File: src/hdl/ssa_pkg.sv
// Purpose: Shared constants for the safety selection and acknowledgment link
// Assumes: One 20 MHz clock on both ends, plain register port on the device
// Notes: Register offsets are word indices on a 4-bit address

package ssa_pkg;
    // ****************************************************************
    // Widths
    // ****************************************************************
    localparam int SSA_PAIRS = 8;            // Zone module input pairs
    localparam int SSA_SEL_W = 16;           // Selection channels
    localparam int SSA_WORD_W = 16;          // Safe bus control / status word
    localparam int SSA_ADDR_W = 4;           // Register address width
    localparam int SSA_DATA_W = 16;          // Register data width

    // ****************************************************************
    // Register offsets
    // ****************************************************************
    localparam logic [3:0] SSA_REG_PAIR_CFG = 4'h0;   // Bit i set: pair i single-channel
    localparam logic [3:0] SSA_REG_FUNC_MAP = 4'h1;   // Two 4-bit network indices
    localparam logic [3:0] SSA_REG_OUT_SEL = 4'h2;    // Status bit for local pair
    localparam logic [3:0] SSA_REG_BUS_CFG = 4'h3;    // Enable, protocol, mapping
    localparam logic [3:0] SSA_REG_ZONE_CTRL = 4'h4;  // Master, ack, error, door
    localparam logic [3:0] SSA_REG_SEL_STAT = 4'h5;   // Resulting selections
    localparam logic [3:0] SSA_REG_FUNC_NETS = 4'h6;  // Functional networks
    localparam logic [3:0] SSA_REG_BUS_CTRL = 4'h7;   // Last bus control word
    localparam logic [3:0] SSA_REG_IRQ_STAT = 4'h8;   // Sticky events, read only
    localparam logic [3:0] SSA_REG_IRQ_CLR = 4'h9;    // Write one to clear
    localparam logic [3:0] SSA_REG_IRQ_EN = 4'hA;     // Interrupt enables

    // ****************************************************************
    // Field positions
    // ****************************************************************
    localparam int SSA_BUS_EN_BIT = 0;       // Safe bus channel active
    localparam int SSA_BUS_PROTO_LSB = 1;    // Two-bit protocol field
    localparam int SSA_BUS_MAP_LSB = 3;      // Two-bit predefined mapping index
    localparam int SSA_ZONE_MASTER_BIT = 0;  // This axis is zone master
    localparam int SSA_ZONE_ACK_BIT = 1;
    localparam int SSA_ZONE_ERR_BIT = 2;
    localparam int SSA_ZONE_DOOR_BIT = 3;
    localparam int SSA_IRQ_SEL_BIT = 0;      // Selection vector changed
    localparam int SSA_IRQ_BUS_BIT = 1;      // Control word received
    localparam int SSA_IRQ_MISM_BIT = 2;     // Dual-channel pair unequal
    localparam int SSA_IRQ_W = 3;

    // ****************************************************************
    // Codes and reset values
    // ****************************************************************
    localparam logic [1:0] SSA_PROTO_FIXED = 2'h0;   // Protocol of the early firmware level
    localparam logic [1:0] SSA_MAP_DIRECT = 2'h0;    // Bit i to channel i
    localparam logic [1:0] SSA_MAP_SWAP = 2'h1;      // Bytes exchanged
    localparam logic [1:0] SSA_MAP_LOW = 2'h2;       // Low byte only
    localparam logic [15:0] SSA_RST_ZERO = 16'h0000;
endpackage

File: src/hdl/ssa_link_if.sv
// Purpose: Discrete pairs and safe bus words between safety master and drive
// Assumes: Both ends on ref_clk; discrete lines are resynchronised on receipt
// Notes: Selection lines low mean selected; a pair acknowledges only when both high

`timescale 1ns/10ps

interface ssa_link_if;
    import ssa_pkg::*;
    logic [SSA_SEL_W-1:0] zone_in;        // Zone module selection inputs
    logic [1:0] func_in;                  // Local functional inputs
    logic [1:0] zone_ack_pair;            // Zone acknowledgment outputs
    logic [1:0] zone_error_pair;          // Zone error outputs
    logic [1:0] door_lock_pair;           // Door locking outputs
    logic [1:0] local_ack_pair;           // Local module output pair
    logic [SSA_WORD_W-1:0] bus_ctrl;      // Safe control word
    logic bus_ctrl_valid;                 // Control word strobe
    logic [SSA_WORD_W-1:0] bus_stat;      // Safe status word

    // Drive end
    modport dev
    (
        input zone_in, func_in, bus_ctrl, bus_ctrl_valid,
        output zone_ack_pair, zone_error_pair, door_lock_pair, local_ack_pair, bus_stat
    );
    // Safety master end
    modport mst
    (
        output zone_in, func_in, bus_ctrl, bus_ctrl_valid,
        input zone_ack_pair, zone_error_pair, door_lock_pair, local_ack_pair, bus_stat
    );
endinterface

File: src/hdl/ssa_drive.sv
// Purpose: Drive end: selection inputs, safe bus channel, acknowledgment pairs
// Assumes: Discrete inputs asynchronous; bus words on ref_clk
// Notes: Fail-safe: any low channel of a dual pair selects

`timescale 1ns/10ps

// Function
// RULE1: Each input pair dual or two single
// RULE2: Single mode: each input selects alone
// RULE3: Low input selects, high deselects
// RULE4: Local inputs functional only, never selecting
// RULE5: Two functional inputs routed to networks
// RULE6: Zone pairs driven only by zone master
// RULE7: Three fixed zone pairs, not remappable
// RULE8: Zone acknowledged only with both high
// RULE9: Receiver evaluates both channels of pair
// RULE10: Local pair follows selected status bit
// RULE11: Local safe state only both high
// RULE12: Safe bus channel selects operating states
// RULE13: Discrete and bus selection work together
// RULE14: Bus uses predefined mappings only
// RULE15: One control word in, one status out
// RULE16: Early level forces fixed safety protocol
// RULE17: Later levels need explicit protocol choice; code accepts only field 0, the reset value, with no choice needed
// RULE18: Pairs low after reset until acknowledged
module ssa_drive
    import ssa_pkg::*;
#(
    parameter int EARLY_FW = 1    // 1: protocol fixed on activation
)
(
    input wire logic ref_clk,
    input wire logic nrst,
    ssa_link_if.dev link,
    input wire logic [SSA_ADDR_W-1:0] reg_addr,
    input wire logic [SSA_DATA_W-1:0] reg_wdata,
    input wire logic reg_wr,
    input wire logic reg_rd,
    output logic [SSA_DATA_W-1:0] reg_rdata,
    output logic irq
);
    // ****************************************************************
    // Declarations
    // ****************************************************************
    logic [SSA_SEL_W-1:0] zin_meta_q;     // First stage, read by second only
    logic [SSA_SEL_W-1:0] zin_q;          // Synchronised selection inputs
    logic [1:0] fin_meta_q;
    logic [1:0] fin_q;                    // Synchronised functional inputs
    logic [7:0] pair_cfg_q;               // Pair mode per input pair
    logic [7:0] func_map_q;               // Network index per functional input
    logic [3:0] out_sel_q;                // Status bit driving local pair
    logic [4:0] bus_cfg_q;                // Enable, protocol, mapping
    logic [3:0] zone_ctrl_q;              // Master flag and zone states
    logic [SSA_SEL_W-1:0] sel_q;          // Combined selections
    logic [SSA_SEL_W-1:0] disc_sel_d;     // Discrete selections
    logic [SSA_SEL_W-1:0] bus_sel_d;      // Bus selections after mapping
    logic [SSA_SEL_W-1:0] func_nets_d;
    logic [SSA_SEL_W-1:0] func_nets_q;
    logic [SSA_WORD_W-1:0] bus_word_q;    // Last accepted control word
    logic [7:0] mism_d;                   // Dual pairs with unequal channels
    logic [SSA_IRQ_W-1:0] irq_stat_q;
    logic [SSA_IRQ_W-1:0] irq_en_q;
    logic [SSA_IRQ_W-1:0] irq_set_d;
    logic [1:0] proto_d;
    logic bus_on;
    logic [1:0] zone_ack_q;
    logic [1:0] zone_err_q;
    logic [1:0] door_q;
    logic [1:0] local_q;
    logic [SSA_WORD_W-1:0] stat_q;

    initial
    begin
        if (EARLY_FW != 0 && EARLY_FW != 1)
            $error("EARLY_FW must be 0 or 1");
    end

    // ****************************************************************
    // Input synchronisers
    // ****************************************************************
    // Pins are asynchronous; idle level high means deselected
    always_ff @(posedge ref_clk or negedge nrst)
        if (!nrst)
        begin
            zin_meta_q <= 16'hFFFF;
            zin_q <= 16'hFFFF;
            fin_meta_q <= 2'h0;
            fin_q <= 2'h0;
        end
        else
        begin
            zin_meta_q <= link.zone_in;
            zin_q <= zin_meta_q;
            fin_meta_q <= link.func_in;
            fin_q <= fin_meta_q;
        end

    // ****************************************************************
    // Selection evaluation
    // ****************************************************************
    // Dual pair: either low selects both channels, fail-safe choice
    always_comb
    begin
        disc_sel_d = '0;
        mism_d = '0;
        for (int i = 0; i < SSA_PAIRS; i++)
        begin
            if (pair_cfg_q[i]) // RULE1
            begin
                // Single mode: each channel on its own
                disc_sel_d[2*i] = ~zin_q[2*i]; // RULE2 RULE3
                disc_sel_d[2*i+1] = ~zin_q[2*i+1]; // RULE2 RULE3
            end
            else
            begin
                // Dual mode: one safe signal from two inputs
                disc_sel_d[2*i] = ~(zin_q[2*i] & zin_q[2*i+1]); // RULE1 RULE3
                disc_sel_d[2*i+1] = disc_sel_d[2*i];
                mism_d[i] = zin_q[2*i] ^ zin_q[2*i+1];
            end
        end
    end

    // Fixed mapping table; no free bit assignment is offered
    always_comb
    begin
        case (bus_cfg_q[SSA_BUS_MAP_LSB +: 2]) // RULE14
            SSA_MAP_DIRECT: bus_sel_d = bus_word_q;
            SSA_MAP_SWAP: bus_sel_d = {bus_word_q[7:0], bus_word_q[15:8]};
            SSA_MAP_LOW: bus_sel_d = {8'h00, bus_word_q[7:0]};
            default: bus_sel_d = '0;
        endcase
        if (!bus_on)
            bus_sel_d = '0;
    end

    // Early level ignores the protocol field
    assign proto_d = (EARLY_FW == 1) ? SSA_PROTO_FIXED : bus_cfg_q[SSA_BUS_PROTO_LSB +: 2]; // RULE16
    // Later level: channel runs only with protocol field 0, the reset value; codes 1 to 3 keep it off
    assign bus_on = bus_cfg_q[SSA_BUS_EN_BIT] && (proto_d == SSA_PROTO_FIXED); // RULE17

    // Functional inputs only reach networks, never selections
    always_comb
    begin
        func_nets_d = '0;
        func_nets_d[func_map_q[3:0]] = fin_q[0]; // RULE5 RULE4
        func_nets_d[func_map_q[7:4]] = func_nets_d[func_map_q[7:4]] | fin_q[1]; // RULE5
    end

    // Discrete and bus selections combine; either may select
    always_ff @(posedge ref_clk or negedge nrst)
        if (!nrst)
        begin
            sel_q <= '0;
            func_nets_q <= '0;
        end
        else
        begin
            sel_q <= disc_sel_d | bus_sel_d; // RULE13 RULE12 RULE4
            func_nets_q <= func_nets_d;
        end

    // ****************************************************************
    // Safe bus channel
    // ****************************************************************
    // Exactly one control word in, one status word out
    always_ff @(posedge ref_clk or negedge nrst)
        if (!nrst)
        begin
            bus_word_q <= SSA_RST_ZERO;
            stat_q <= SSA_RST_ZERO;
        end
        else
        begin
            if (link.bus_ctrl_valid && bus_on)
                bus_word_q <= link.bus_ctrl; // RULE15 RULE12
            else if (!bus_on)
                bus_word_q <= SSA_RST_ZERO;
            stat_q <= bus_on ? sel_q : SSA_RST_ZERO; // RULE15
        end

    // ****************************************************************
    // Acknowledgment pairs
    // ****************************************************************
    // Fixed roles; only the zone master drives the three zone pairs high, local pair follows sel_q
    always_ff @(posedge ref_clk or negedge nrst)
        if (!nrst)
        begin
            zone_ack_q <= 2'b00; // RULE18
            zone_err_q <= 2'b00; // RULE18
            door_q <= 2'b00; // RULE18
            local_q <= 2'b00; // RULE18
        end
        else
        begin
            zone_ack_q <= {2{zone_ctrl_q[SSA_ZONE_MASTER_BIT] & zone_ctrl_q[SSA_ZONE_ACK_BIT]}}; // RULE6 RULE7 RULE8
            zone_err_q <= {2{zone_ctrl_q[SSA_ZONE_MASTER_BIT] & zone_ctrl_q[SSA_ZONE_ERR_BIT]}}; // RULE6 RULE7 RULE8
            door_q <= {2{zone_ctrl_q[SSA_ZONE_MASTER_BIT] & zone_ctrl_q[SSA_ZONE_DOOR_BIT]}}; // RULE6 RULE7 RULE8
            local_q <= {2{sel_q[out_sel_q]}}; // RULE10 RULE11
        end

    assign link.zone_ack_pair = zone_ack_q;
    assign link.zone_error_pair = zone_err_q;
    assign link.door_lock_pair = door_q;
    assign link.local_ack_pair = local_q;
    assign link.bus_stat = stat_q;

    // ****************************************************************
    // Configuration registers
    // ****************************************************************
    // Written by software; zero after reset
    always_ff @(posedge ref_clk or negedge nrst)
        if (!nrst)
        begin
            pair_cfg_q <= 8'h00;
            func_map_q <= 8'h00;
            out_sel_q <= 4'h0;
            bus_cfg_q <= 5'h00;
            zone_ctrl_q <= 4'h0;
            irq_en_q <= '0;
        end
        else if (reg_wr)
        begin
            case (reg_addr)
                SSA_REG_PAIR_CFG: pair_cfg_q <= reg_wdata[7:0];
                SSA_REG_FUNC_MAP: func_map_q <= reg_wdata[7:0];
                SSA_REG_OUT_SEL: out_sel_q <= reg_wdata[3:0];
                SSA_REG_BUS_CFG: bus_cfg_q <= reg_wdata[4:0];
                SSA_REG_ZONE_CTRL: zone_ctrl_q <= reg_wdata[3:0];
                SSA_REG_IRQ_EN: irq_en_q <= reg_wdata[SSA_IRQ_W-1:0];
                default: ;
            endcase
        end

    // ****************************************************************
    // Events and interrupt
    // ****************************************************************
    assign irq_set_d = {|mism_d, link.bus_ctrl_valid & bus_on, (disc_sel_d | bus_sel_d) != sel_q};

    // Set wins over a clear in the same cycle
    always_ff @(posedge ref_clk or negedge nrst)
        if (!nrst)
            irq_stat_q <= '0;
        else if (reg_wr && reg_addr == SSA_REG_IRQ_CLR)
            irq_stat_q <= (irq_stat_q & ~reg_wdata[SSA_IRQ_W-1:0]) | irq_set_d;
        else
            irq_stat_q <= irq_stat_q | irq_set_d;

    // Level output, registered
    always_ff @(posedge ref_clk or negedge nrst)
        if (!nrst)
            irq <= 1'b0;
        else
            irq <= |(irq_stat_q & irq_en_q);

    // ****************************************************************
    // Read port
    // ****************************************************************
    // Data one cycle after the strobe; unmapped and write-only read zero
    always_ff @(posedge ref_clk or negedge nrst)
        if (!nrst)
            reg_rdata <= '0;
        else if (reg_rd)
        begin
            case (reg_addr)
                SSA_REG_PAIR_CFG: reg_rdata <= {8'h00, pair_cfg_q};
                SSA_REG_FUNC_MAP: reg_rdata <= {8'h00, func_map_q};
                SSA_REG_OUT_SEL: reg_rdata <= {12'h000, out_sel_q};
                SSA_REG_BUS_CFG: reg_rdata <= {11'h000, bus_cfg_q[4:3], proto_d, bus_cfg_q[0]};
                SSA_REG_ZONE_CTRL: reg_rdata <= {12'h000, zone_ctrl_q};
                SSA_REG_SEL_STAT: reg_rdata <= sel_q;
                SSA_REG_FUNC_NETS: reg_rdata <= func_nets_q;
                SSA_REG_BUS_CTRL: reg_rdata <= bus_word_q;
                SSA_REG_IRQ_STAT: reg_rdata <= {13'h0000, irq_stat_q};
                SSA_REG_IRQ_EN: reg_rdata <= {13'h0000, irq_en_q};
                default: reg_rdata <= '0;
            endcase
        end
        else
            reg_rdata <= '0;
endmodule

File: src/flat_wrapper.sv
// flat-port wrapper written by rule: the top's interface ports become plain ports
module ssa_drive_flat import ssa_pkg::*;
#(
    parameter int EARLY_FW = 1                                      
)
  (ref_clk, nrst, reg_addr, reg_wdata, reg_wr, reg_rd, reg_rdata, irq, link_zone_in, link_func_in, link_bus_ctrl, link_bus_ctrl_valid, link_zone_ack_pair, link_zone_error_pair, link_door_lock_pair, link_local_ack_pair, link_bus_stat);
  ssa_link_if link_i ();
  input wire logic ref_clk;
  input wire logic nrst;
  input wire logic [SSA_ADDR_W-1:0] reg_addr;
  input wire logic [SSA_DATA_W-1:0] reg_wdata;
  input wire logic reg_wr;
  input wire logic reg_rd;
  output logic [SSA_DATA_W-1:0] reg_rdata;
  output logic irq;
  input wire logic [$bits(link_i.zone_in)-1:0] link_zone_in;
  input wire logic [$bits(link_i.func_in)-1:0] link_func_in;
  input wire logic [$bits(link_i.bus_ctrl)-1:0] link_bus_ctrl;
  input wire logic [$bits(link_i.bus_ctrl_valid)-1:0] link_bus_ctrl_valid;
  output wire logic [$bits(link_i.zone_ack_pair)-1:0] link_zone_ack_pair;
  output wire logic [$bits(link_i.zone_error_pair)-1:0] link_zone_error_pair;
  output wire logic [$bits(link_i.door_lock_pair)-1:0] link_door_lock_pair;
  output wire logic [$bits(link_i.local_ack_pair)-1:0] link_local_ack_pair;
  output wire logic [$bits(link_i.bus_stat)-1:0] link_bus_stat;
  assign link_i.zone_in = link_zone_in;
  assign link_i.func_in = link_func_in;
  assign link_i.bus_ctrl = link_bus_ctrl;
  assign link_i.bus_ctrl_valid = link_bus_ctrl_valid;
  assign link_zone_ack_pair = link_i.zone_ack_pair;
  assign link_zone_error_pair = link_i.zone_error_pair;
  assign link_door_lock_pair = link_i.door_lock_pair;
  assign link_local_ack_pair = link_i.local_ack_pair;
  assign link_bus_stat = link_i.bus_stat;
  ssa_drive #(.EARLY_FW(EARLY_FW)) u_core (.ref_clk(ref_clk), .nrst(nrst), .link(link_i), .reg_addr(reg_addr), .reg_wdata(reg_wdata), .reg_wr(reg_wr), .reg_rd(reg_rd), .reg_rdata(reg_rdata), .irq(irq));
endmodule
File: config.mk
export PLATFORM = sky130hd
export DESIGN_NAME = ssa_drive_flat
export DESIGN_NICKNAME = d
export VERILOG_FILES = /design/src/hdl/ssa_pkg.sv /design/src/hdl/ssa_link_if.sv /design/src/hdl/ssa_drive.sv /design/src/flat_wrapper.sv
export SDC_FILE = /design/constraint.sdc
export NUM_CORES = 1
export LEC_CHECK = 0
export BUFFER_PORTS_ARGS = -buffer_cell sky130_fd_sc_hd__clkbuf_2
export CELL_PAD_IN_SITES_DETAIL_PLACEMENT = 2
export CELL_PAD_IN_SITES_GLOBAL_PLACEMENT = 2
export CORE_MARGIN = 2
export CORE_UTILIZATION = 39
export DETAILED_ROUTE_END_ITERATION = 7
export PLACE_DENSITY_LB_ADDON = 0.1
export SYNTH_ARGS = -nofsm -noshare
export SYNTH_HDL_FRONTEND = slang
export SYNTH_SLANG_ARGS = --single-unit
File: constraint.sdc
create_clock -name ref_clk -period 2.8 [get_ports ref_clk]
set_clock_uncertainty 0.2 [all_clocks]
set_input_delay 0.84 -clock ref_clk [delete_from_list [all_inputs] [get_ports ref_clk]]
set_output_delay 0.84 -clock ref_clk [all_outputs]
set_load 0.01 [all_outputs]
==> results by group <==
Worst setup path
  – Crit-path cells: buf_4, buf_4, and3b_1, a221o_1, xnor2_1, nand4_1, or4_1
  – Crit. End Element: flop
  – CP required: roughly 2.9 ns
  – Startpoint types: flop
  – WP buf/inv: 2
  – Critical Path AT: 2.76 ns
  – Max FO, Critical Path: 10
  – R2r startpoint: u_core.bus_cfg_q[3]
  – Slowest cell on crit path: or4_1
  – Max incr delay on CP: between 0.5 and 0.6 ns
  – Crit path max-delay family: simple AND/OR/NAND/NOR gates
  – Cell mode on critical path: buf_4
  – CP Class: reg -> reg
  – Worst setup startpoint: u_core.bus_cfg_q[3]

Cells and area
  – Layout Utilization: 0.482
  – Most common cell after layout, fill and taps aside: dfrtp_1
  – N_diodes: 0
  – Commonest cells after routing, fill and taps aside: 121 x dfrtp_1, 90 x clkbuf_2, 52 x mux2_2
  – Finished Cell Area: about 8300 sq um
  – Layout cells sized above 1: 0.373
  – Layout Nets: 719
  – Area Growth Syn to Fin: 20.5%

Power and ir drop
  – Cell Pwr Density: about 780 nW/um^2
  – P_leak: about 3.7 nW
  – Maximum VDD drop: 446 uV

Logic synthesis
  – Prevailing post-synth register cell: dfrtp_1
  – Syn Nets: around 620
  – Async SR Flop Fraction: 1.00
  – Post-synth cell types: 56
  – Post-synth EDFFs: 0
  – Synth warnings: 0
  – Flop and latch count out of synthesis: approximately 150
  – Mapped Cells: 550
  – Syn avg cell area: 12.6 sq um
  – Sequential share of the synthesized area: 0.563
  – Area of the mapped netlist: approximately 6900 sq um

STA
  – Total negative slack: 0 ns
  – Fin worst setup slack: around 0.13 ns
  – Relative slew slack: 0.450
  – Least-Margin Pin Slew: 0.823 ns
  – Finish-stage setup viols: 0
  – Period utilization: 0.953
  – Final min period: between 2 and 3 ns
  – Setup repair after global routing missed its margin: false
  – Count of final hold-check violations: 0
  – Slew Viols, Final: 0
  – FMAX: between 300 and 400 MHz

GRT
  – Met3 Resource Use GR: 0.0379
  – Layer with the highest usage: met2
  – GRT Total Usage: 0.250
  – First-pass GRT wire length: 33700 microns
  – Via count of the first global-routing pass: 5500
  – Met1 usage: 0.328
  – GR Util met2: 0.430
  – Final global-route overflow total: 0
  – Initial antenna violation count: 0
  – Largest net degree at the start of global routing: 43

Placement
  – Placed Area: a little under 8000 sq um
  – Port bufs: 91
  – Pre-CTS setup slack: 0.120 ns
  – Post-DP HPWL: between 15000 and 20000 microns
  – GPL Wtd Cong: roughly 0.87

Clock tree
  – Number of CTS-inserted buffers: 17
  – H-tree depth: 4
  – Sink Count: between 150 and 200
  – Deepest clock path buffer count: 2
  – Root Buffer: clkbuf_16
  – Clk Latency, worst-skew pair: 0.43 ns
  – Clk slew on worst S/H paths: about 0.070 ns
  – CTS tree: yes

Floorplanning
  – Die width: ~140 microns
  – Row count: 48
  – Io pins: 100
  – Starting Density: 0.400
  – Die area: between 15000 and 20000 sq um
  – Core region area: roughly 17000 sq um
  – Die height: ~140 microns

Run
  – Max Cap Viol: 0

Routing
  – Post-Route WL: between 20000 and 25000 microns
  – Via/cell ratio: 5.60
  – Final ANT Viol Nets: 0
  – Post-route DRC: 0
  – Post-detailed-route wirelength per cell: roughly 25 microns
  – DR iter-0 viols: approximately 250
  – Drt pass-1 iters: 4
  – Via Count: between 4000 and 5000

Status
  – Status: completed

Min path
  – HP Class: in -> async
==> routing by layer <==
layer / up-vias / part of all wire
met4: 0 / 0.014
li1: 2214 / -
met1: 2624 / 0.44
met5: - / 0
met2: 126 / 0.51
met3: 19 / 0.041
==> power breakdown <==
part | leakage [nW] | internal (mW) | switching (mW)
logic | 1.58 | 0.629 | 0.720
registers | 1.87 | 2.54 | 0.362
clock network | 0.292 | 1.30 | 0.985
==> registers in the layout (all words and copies together) (netlist names), 3 cells and up <==
signal and count:
u_core.bus_cfg_q 3, u_core.bus_word_q 16, u_core.func_map_q 8, u_core.func_nets_q 16, u_core.irq_en_q 3, u_core.irq_stat_q 3
u_core.link.bus_stat 16, u_core.out_sel_q 4, u_core.pair_cfg_q 8, u_core.reg_rdata 16, u_core.sel_q 16, u_core.zin_meta_q 16
u_core.zin_q 16, u_core.zone_ctrl_q 4
==> kinds of logic after synthesis <==
kind of cell,count (synthesis),synth area share
AO/OA/AOI/OAI,95,0.104
XOR/XNOR,14,0.0177
adder cells (fa/ha/maj),8,0.0145
buffers and inverters,50,0.0308
flip-flops,154,0.563
multiplexers,91,0.158
AND/OR/NAND/NOR,138,0.112
==> area by class of cell <==
cell class | instances | area (sq um)
clock inverter | 13 | 128
inverter | 12 | 45.0
tap | 225 | 282
sequential | 154 | 3890
fill | 1732 | 8960
multi-input combinational | 346 | 2820
clock buffer | 19 | 454
timing repair buffer | 121 | 712
==> synthesized netlist by cell type, types with 5 or more instances <==
| master | instances | area, sq um |
|---|---|---|
| dfrtp_1 | 122 | 3050 |
| mux2_2 | 52 | 586 |
| dfstp_2 | 32 | 841 |
| mux2i_1 | 29 | 290 |
| nor2b_1 | 26 | 163 |
| clkbuf_1 | 24 | 90.1 |
| nand2_1 | 23 | 86.3 |
| and2_1 | 21 | 131 |
| nor2_1 | 19 | 71.3 |
| a22oi_1 | 14 | 105 |
| inv_1 | 12 | 45.0 |
| nand3_1 | 10 | 50.1 |
| mux4_2 | 9 | 203 |
| o21ai_0 | 9 | 45.0 |
| o31ai_1 | 9 | 67.6 |
| xnor2_1 | 9 | 78.8 |
| a22o_1 | 8 | 70.1 |
| ha_1 | 8 | 100 |
| buf_1 | 7 | 26.3 |
| nand2b_1 | 7 | 43.8 |
| a21oi_1 | 6 | 30.0 |
| o211ai_1 | 6 | 45.0 |
| nand3b_1 | 5 | 37.5 |
| nand4_1 | 5 | 31.3 |
| o311ai_0 | 5 | 43.8 |
| o41ai_1 | 5 | 43.8 |
| xor2_1 | 5 | 43.8 |
==> through the flow <==
stage                     instances  power [mW]  hold slack (ns)
after floorplan                 550        3.63            0.131
after global placement          858        4.19            0.135
after detailed placement        858        4.27            0.143
after CTS                       890        6.59            0.150
after global routing            890        6.83            0.147
final                           890        6.54            0.132
==> path summary, 6_finish.rpt <==
check | slack (ns) | cells past startpoint | endpoint
min reg2reg | 0.16 | 0 | u_core.zin_q[10]
min in group ref_clk | 0.16 | 0 | u_core.zin_q[10]
min | 0.13 | 1 | u_core.bus_word_q[10]
max in group asynchronous | 1.59 | 2 | u_core.func_map_q[4]
max | 0.13 | 7 | u_core.irq_stat_q[0]
max reg2reg | 0.13 | 7 | u_core.irq_stat_q[0]
==> repair_timing <==
action                                  in CTS  in global routing
hold buffers                                 0                  0
setup buffers                                0                  0
gates resized for setup                      0                  1
endpoints found under the setup margin       0                  1
==> worst reg2reg max path, stage by stage, from the launching register on <==
cell and delay, ns:
dfrtp_2 0.49, buf_4 0.19, buf_4 0.17, and3b_1 0.21
a221o_1 0.40, xnor2_1 0.16, nand4_1 0.16, or4_1 0.56
No activity file was read; power rests on OpenSTA's default activity.
